===== config.mk =====
export PLATFORM = sky130hd
export DESIGN_NAME = pomsr_regs
export DESIGN_NICKNAME = d
export VERILOG_FILES = /design/src/pomsr_pkg.sv /design/src/pomsr_regs.sv /design/src/pomsr_source_mux.sv
export VERILOG_INCLUDE_DIRS = /design/src
export SDC_FILE = /design/constraint.sdc
export NUM_CORES = 1
export LEC_CHECK = 0
export BUFFER_PORTS_ARGS = -buffer_cell sky130_fd_sc_hd__buf_2
export CAP_MARGIN = 20
export CORE_AREA = 5 5 80 82
export CTS_CLUSTER_DIAMETER = 60
export DETAILED_ROUTE_END_ITERATION = 16
export DIE_AREA = 0 0 85 87
export GPL_ROUTABILITY_DRIVEN = 0
export MAX_ROUTING_LAYER = met4
export PLACE_DENSITY = 0.83
export SLEW_MARGIN = 20
export SYNTH_ARGS = -nofsm -noshare
export SYNTH_HDL_FRONTEND = slang
export SYNTH_SLANG_ARGS = --single-unit
export TNS_END_PERCENT = 100

===== constraint.sdc =====
create_clock -name clk -period 2.4 [get_ports clk]
set_input_delay 0.24 -clock clk [delete_from_list [all_inputs] [get_ports clk]]
set_output_delay 0.24 -clock clk [all_outputs]
set_load 0.01 [all_outputs]

===== src/pomsr_defines.svh =====
/*
  Offsets, field positions, widths and reset values of the output mux and
  status register bank. Included by the register bank and the shared package.
*/
`ifndef POMSR_DEFINES_SVH
`define POMSR_DEFINES_SVH

`define POMSR_ADDR_W 5
`define POMSR_DATA_W 24
`define POMSR_OFS_CHANNELS 5'h0c
`define POMSR_OFS_PINCTL 5'h0f
`define POMSR_OFS_RSVD_A 5'h10
`define POMSR_OFS_RSVD_B 5'h11
`define POMSR_OFS_STATUS 5'h12
`define POMSR_OFS_SELFTEST 5'h13
`define POMSR_CHAN_W 14
`define POMSR_CHAN_RST 14'h0000
`define POMSR_PINCTL_W 10
`define POMSR_PINCTL_RST 10'h001
`define POMSR_SEL_LSB 0
`define POMSR_SEL_MSB 4
`define POMSR_TEST_BIT 5
`define POMSR_HOLDMUX_BIT 6
`define POMSR_KEEPDRV_BIT 7
`define POMSR_PFET_BIT 8
`define POMSR_NFET_BIT 9
`define POMSR_SIG_W 16
`define POMSR_BUSY_BIT 16

`endif


===== src/pomsr_pkg.sv =====
/*
  Types shared by the output mux and status register bank.
  Assumes the defines header is compiled first.
*/
`include "pomsr_defines.svh"
package pomsr_pkg;
  typedef logic [4:0] pomsr_sel_t;
  typedef logic [`POMSR_ADDR_W-1:0] pomsr_addr_t;
  typedef logic [`POMSR_DATA_W-1:0] pomsr_data_t;
endpackage : pomsr_pkg


===== src/pomsr_regs.sv =====
/*
  Register bank for the channel count, output pin selector and controls,
  and the read-only status and self-test registers.
  Assumes the serial framing gives one-cycle write/read strobes with an
  address on clk, and that all status sources are synchronous to clk.
*/
`timescale 1ns/1ns
`default_nettype none
`include "pomsr_defines.svh"
module pomsr_regs (
  // Clock and reset
  input wire logic clk,
  input wire logic sys_rst,
  // Register access from the serial framing
  input wire logic reg_wr,
  input wire logic reg_rd,
  input wire pomsr_pkg::pomsr_addr_t reg_addr,
  input wire pomsr_pkg::pomsr_data_t reg_wdata,
  output logic [`POMSR_DATA_W-1:0] reg_rdata,
  // Serial data-out pin control
  input wire logic serial_rd_active,
  input wire logic serial_dout,
  input wire logic gpo_enable,
  output logic dataout_o,
  output logic dataout_oe_n,
  output logic pullup_transistor_off,
  output logic pulldown_transistor_off,
  // Channel count to the modulator
  output logic [`POMSR_CHAN_W-1:0] channels_per_comparison,
  output logic exact_freq_active,
  // Internal signals for the selector, code order
  input wire logic [31:0] mux_sources,
  // Status
  input wire logic lock_detect,
  input wire logic self_test_running,
  input wire logic [`POMSR_SIG_W-1:0] self_test_signature
);
  logic [`POMSR_CHAN_W-1:0] chan_r;
  logic [`POMSR_PINCTL_W-1:0] pinctl_r;
  logic gpo_r;
  logic lock_r;
  logic busy_r;
  logic [`POMSR_SIG_W-1:0] sig_r;
  logic [`POMSR_DATA_W-1:0] rdata_nxt;
  wire gpo_sel_value;
  wire pomsr_pkg::pomsr_sel_t sel;
  wire hold_dataout_mux;
  wire keep_driver;
  wire gpo_drive;
  wire wr_chan;
  wire wr_pinctl;

  function automatic logic hit(input pomsr_pkg::pomsr_addr_t a, input logic [4:0] ofs);
    hit = (a == ofs);
  endfunction : hit

  assign wr_chan = reg_wr && hit(reg_addr, `POMSR_OFS_CHANNELS);
  assign wr_pinctl = reg_wr && hit(reg_addr, `POMSR_OFS_PINCTL);
  assign sel = pinctl_r[`POMSR_SEL_MSB:`POMSR_SEL_LSB];
  assign hold_dataout_mux = pinctl_r[`POMSR_HOLDMUX_BIT];
  assign keep_driver = pinctl_r[`POMSR_KEEPDRV_BIT];

  always_ff @(posedge clk) begin
    if (sys_rst) begin
      chan_r <= `POMSR_CHAN_RST;
    end else if (wr_chan) begin
      chan_r <= reg_wdata[`POMSR_CHAN_W-1:0];
    end
  end
  assign channels_per_comparison = chan_r;
  assign exact_freq_active = (chan_r > 14'h0001);

  always_ff @(posedge clk) begin
    if (sys_rst) begin
      pinctl_r <= `POMSR_PINCTL_RST;
    end else if (wr_pinctl) begin
      pinctl_r <= reg_wdata[`POMSR_PINCTL_W-1:0];
    end
  end

  pomsr_source_mux u_mux (
    .sel(sel),
    .test_data(pinctl_r[`POMSR_TEST_BIT]),
    .sources(mux_sources),
    .selected(gpo_sel_value)
  );

  assign gpo_drive = !serial_rd_active && (gpo_enable || !hold_dataout_mux);
  always_ff @(posedge clk) begin
    if (sys_rst) begin
      dataout_o <= 1'b0;
    end else begin
      dataout_o <= serial_rd_active ? serial_dout : gpo_sel_value;
    end
  end
  // driver kept on when bit 7 set
  assign dataout_oe_n = !(serial_rd_active || gpo_drive || keep_driver);
  assign pullup_transistor_off = pinctl_r[`POMSR_PFET_BIT];
  assign pulldown_transistor_off = pinctl_r[`POMSR_NFET_BIT];

  always_ff @(posedge clk) begin
    if (sys_rst) begin
      gpo_r <= 1'b0;
      lock_r <= 1'b0;
      busy_r <= 1'b0;
      sig_r <= 16'h0000;
    end else begin
      gpo_r <= gpo_sel_value;
      lock_r <= lock_detect;
      busy_r <= self_test_running;
      sig_r <= self_test_signature;
    end
  end

  always_comb begin
    rdata_nxt = '0;
    case (reg_addr)
      `POMSR_OFS_CHANNELS: rdata_nxt[`POMSR_CHAN_W-1:0] = chan_r;
      `POMSR_OFS_PINCTL: rdata_nxt[`POMSR_PINCTL_W-1:0] = pinctl_r;
      `POMSR_OFS_STATUS: rdata_nxt[1:0] = {lock_r, gpo_r};
      `POMSR_OFS_SELFTEST: rdata_nxt[`POMSR_BUSY_BIT:0] = {busy_r, sig_r};
      default: rdata_nxt = '0;
    endcase
  end

  always_ff @(posedge clk) begin
    if (sys_rst) begin
      reg_rdata <= '0;
    end else if (reg_rd) begin
      reg_rdata <= rdata_nxt;
    end
  end
endmodule : pomsr_regs
`default_nettype wire


===== src/pomsr_source_mux.sv =====
/*
  Selects the test bit (code 0) or one of 31 internal signals for the general output pin.
  Assumes all sources are already on the register clock.
*/
`timescale 1ns/1ns
`default_nettype none
module pomsr_source_mux (
  // Selection
  input wire pomsr_pkg::pomsr_sel_t sel,
  input wire logic test_data,
  // Sources
  input wire logic [31:0] sources,
  // Result
  output logic selected
);
  wire [31:0] muxed_sources;
  assign muxed_sources = {sources[31:1], test_data};
  assign selected = muxed_sources[sel];
endmodule : pomsr_source_mux
`default_nettype wire


======== Word level (Yosys, flattened, before mapping) ========
Index checks and enable logic that the tools add are counted.
storage, ports and cells
  output and inout bits ................... 43
  bits of input ports ..................... 86
  word-level logic and storage cells ...... 30
  flip-flop bits (word level) ............. 61
operators by class
  equality and inequality tests ........... 4
  reductions and logical operators ........ 9
  muxes and demuxes ....................... 7
  $lt $le $gt $ge ......................... 2
operators by type and width
  operator               count
  $pmux W8 S3            1
  $gt A14 B1 Y1 const B  1
  $eq A5 B4 Y1 const B   2
  $eq A5 B5 Y1 const B   2
  $pmux W2 S4            1
  $pmux W4 S2            1
  $lt A5 B6 Y1 const B   1
  $bmux W1 S5            1
  $logic_and A1 B1 Y1    3
  $logic_not A1 Y1       3
  $logic_or A1 B1 Y1     3
  $mux W3                1
  $mux W1                2

======== Logic depth before layout (Yosys ltp) ========
  depth in word-level cells ............... 6
  mapped depth ............................ 7
  depth with buffers taken out ............ 5

======== Hierarchy ========
Synthesis repeated with hierarchy kept, for this count alone.
second synthesis, totals
  cell total of the unflattened synthesis .. 301
  area, all modules ....................... 2,695.1 um^2
modules (own cells, without submodules)
  module            cells each  instances  area an instance (um^2)  sequential area each (um^2)
  pomsr_regs        260         1          2,369.8                  1,221.2
  pomsr_source_mux  41          1          325.3                    0.0

======== Least setup slack after synthesis ========
No wires, ideal clock.
  path type ............................... input port to flip-flop
  start ................................... input reg_addr[4]
  end ..................................... register reg_rdata[9]
  cell stages on the path ................. 7
  path buffers ............................ 2
  data arrival time ....................... 1.325 ns
  setup time .............................. 0.128 ns
  setup slack ............................. 0.947 ns
  data required time ...................... 2.272 ns
  path through ............................ nor4bb_4 and2_1 buf_6 buf_6 a222oi_1 a2bb2oi_1 nor2_1
between the ends
  cells in the longest elaborated chain, start to end .. 2
  elaborated cells on any way between the ends .. 4
  classes of those cells .................. 3 x eq/ne; 1 x mux
RTL lines
  element                                              line               RTL
  from (decl)                                          pomsr_regs.sv:17   input wire pomsr_pkg::pomsr_addr_t reg_addr,
  $eq A5 B5 Y1 / $eq A5 B4 Y1 (equally long branches)  pomsr_regs.sv:117  case (reg_addr)
  $pmux W8 S3 *                                        pomsr_regs.sv:117
  to (signal assigned)                                 pomsr_regs.sv:130  reg_rdata <= rdata_nxt;
  to (decl)                                            pomsr_regs.sv:19   output logic [`POMSR_DATA_W-1:0] reg_rdata,
Every way passes the cells marked *; elsewhere a longest branch is shown, timed or not.
A chain may end at the register's enable or synchronous reset.

======== Final worst setup path ========
  start ................................... register chan_r[13], in the netlist channels_per_comparison[13]
  end ..................................... output exact_freq_active
between the ends
  cells in the longest elaborated chain, start to end .. 1
RTL lines
  element                 line              RTL
  from (decl)             pomsr_regs.sv:38  logic [`POMSR_CHAN_W-1:0] chan_r;
  from (signal assigned)  pomsr_regs.sv:65  chan_r <= `POMSR_CHAN_RST;
  from (signal assigned)  pomsr_regs.sv:67  chan_r <= reg_wdata[`POMSR_CHAN_W-1:0];
  $gt A14 B1 Y1           pomsr_regs.sv:71  assign exact_freq_active = (chan_r > 14'h0001);
  to (decl)               pomsr_regs.sv:30  output logic exact_freq_active,
Every way passes these cells.

==> results.toml <==
[power]
clock_power_share = 0.392
pwr-share-seq = 0.520
p_leak_uw = 0.00143
internal_power_uw = 1550
switching_power_uw = 468
swShare = 0.232
combPwrFrac = 0.088
ir_drop_v = 0.000564
powerDensity_nw_per_um2 = 596
power.total_uw = 2010

[routing]
wl_met3_um = 680
viasPerCell = 5.39
drtPass1Iterations = 7
drc = 0
drtIter0Drc = 187
ant_nets = 0
vias = 2593
routedWlPerCell_um = 15.2
dr.max_layer_used = "met4"
wl_met2_um = 3700
m1WireLength_um = 2850
routed_wl_um = 7320

[place]
place_ws_ps = 564
dp_hpwl_um = 5340
portBuffers = 110

[floorplan]
core_um2 = 5680
die_w_um = 85
initial_core_util = 0.467
die_h_um = 87
dieArea_um2 = 7400
pin_count = 129
rows = 28

[synth]
synth_area_um2 = 2650
seq_area_frac_synth = 0.461
yosys_warnings = 0
async_flop_share = 0
synth_seq_cells = 61
netlist_instances = 297
synth_cell_types = 38
avgSynthCellArea_um2 = 8.93
synth_edf_count = 0
synth-main-ff-cell = "dfxtp_1"

[cts]
cts_setup_buffers = 0
cts_max_path_buffers = 2
clock-sinks = 61
cts_tree = "yes"
cts_resized = 0
cts_inserted_buffers = 9
htree_num_levels = 3
holdBufCountCts = 0
clk_pin_slew_ps = 70
clk_latency_ps = 330
cts_root_buf = "clkbuf_8"

[timing]
finalCritPeriodShare = 0.677
rsz0062_at_grt = "false"
skew_ps = 6.58
hold_ws_ps = 113
slew_headroom = 0.594
worstMarginPinSlew_ps = 609
tns_ps = 0
maxSlewViolCount = 0
fin_crit_ps = 1620
fmax_mhz = 616
setup_viol = 0
finalHoldViolCount = 0
setup_ws_ps = 776

[worst_setup_path]
r2r_cells = 6
path_cells = "nor4_1 > nand4_1 > buf_2"
path_depth = 3
cp.required_ps = 2160
r2r_start = "pinctl_r[1]"
rrSetupSlack_ps = 850
arrival_ps = 1380
path_class = "reg2out"
reg2reg_to = "dataout_o"
cp_max_fo = 4
start_kind = "flip-flop"
endpoint_kind = "primary output"
path_buf_inv = 1
cp-startpoint = "channels_per_comparison[13]"
max_stage_delay_ps = 380
critical-path-top-delay-family = "simple AND/OR/NAND/NOR gates"
crit_end = "exact_freq_active"
critPathSlowestCell = "nor4_1"

[final_layout]
final_layout_size_suffix_gt1_frac = 0.335
fin_nets = 487
syn2layout_area_growth_pct = 27.5
final_cell_mix = "buf_2 (110), dfxtp_1 (61), nand2_1 (35)"
final_common_cell = "buf_2"
antenna-diode-count = 0
final_util = 0.595

[global_routing]
antenna_found_initial = 0
grt_pass1_wl_um = 11700
grt_pass1_vias = 2408
overflow = 0
track_usage = 0.208
grt_start_max_net_pins = 37

[job]
drv_cap = 0

[outcome]
status = "finished, final reports clean"

[worst_hold_path]
min_path_type = "in2reg"
Yosys cell counts (2+ instances only):
library cell	instances	area, um^2
a22o_1	4	35.0
buf_4	10	75.1
buf_6	2	22.5
o21ai_0	2	10.0
nand2b_1	2	12.5
buf_2	5	25.0
nand3_1	30	150
a2bb2oi_1	8	70.1
and2_1	2	12.5
nor3_1	5	25.0
a22oi_1	4	30.0
nor2_1	15	56.3
a21oi_1	32	160
mux2i_1	16	160
a221oi_1	4	35.0
dfxtp_1	61	1220
nor2b_1	21	131
a222oi_1	8	80.1
nor4_1	2	12.5
nand2_1	35	131
clkbuf_1	12	45.0
sequential cells by signal, summed over array words and instances, names as in the netlist:
| name | count |
|---|---|
| reg_rdata | 17 |
| sig_r | 16 |
| channels_per_comparison | 14 |
| pinctl_r | 10 |
| busy_r | 1 |
| dataout_o | 1 |
| gpo_r | 1 |
| lock_r | 1 |
area by class of cell:
class                           instances  area, um^2
Inverter                                2        7.51
Clock inverter                          4        22.5
Clock buffer                           12         155
Multi-Input combinational cell        211        1280
Sequential cell                        61        1220
Tap cell                               75        93.8
Fill cell                             536        2300
Timing Repair Buffer                  116         596
kinds of logic after synthesis:
group	count (synthesis)	synth area share
flops	61	0.461
mux	16	0.0604
other cells	1	0.00141
simple gates	121	0.233
compound gates	67	0.179
buf+inv	31	0.0661
power groups by stage:
| stage | Combinational, uW | Clock [uW] | Sequential (uW) |
|---|---|---|---|
| 6_report | 177 | 789 | 1050 |
| 5_1_grt | 195 | 864 | 1050 |
| 4_1_cts | 177 | 811 | 1050 |
| 3_5_place_dp | 176 | 0 | 1070 |
| 3_3_place_gp | 173 | 0 | 1070 |
| 2_1_floorplan | 96.0 | 0 | 1070 |
per-layer routing:
layer	global-route usage	vias up
li1	-	1258
met1	0.248	1207
met2	0.333	119
met3	0.0728	9
met4	0.0590	0
met5	-	-
through the flow:
stage | cell area [um^2] | instances
after global placement | 3200 | 465
after floorplan | 2670 | 303
final | 3380 | 481
after global routing | 3380 | 481
after detailed placement | 3200 | 465
after CTS | 3380 | 481
worst min-delay path by stage:
stage	to	startpoint	depth (start not counted)
2_1_floorplan	busy_r	self_test_running	1
3_3_place_gp	reg_rdata[16]	reg_rdata[16]	2
3_5_place_dp	sig_r[4]	self_test_signature[4]	2
4_1_cts	sig_r[4]	self_test_signature[4]	2
5_1_grt	sig_r[9]	self_test_signature[9]	2
6_report	sig_r[4]	self_test_signature[4]	2
Note: power is estimated with default switching activity, not from simulation.
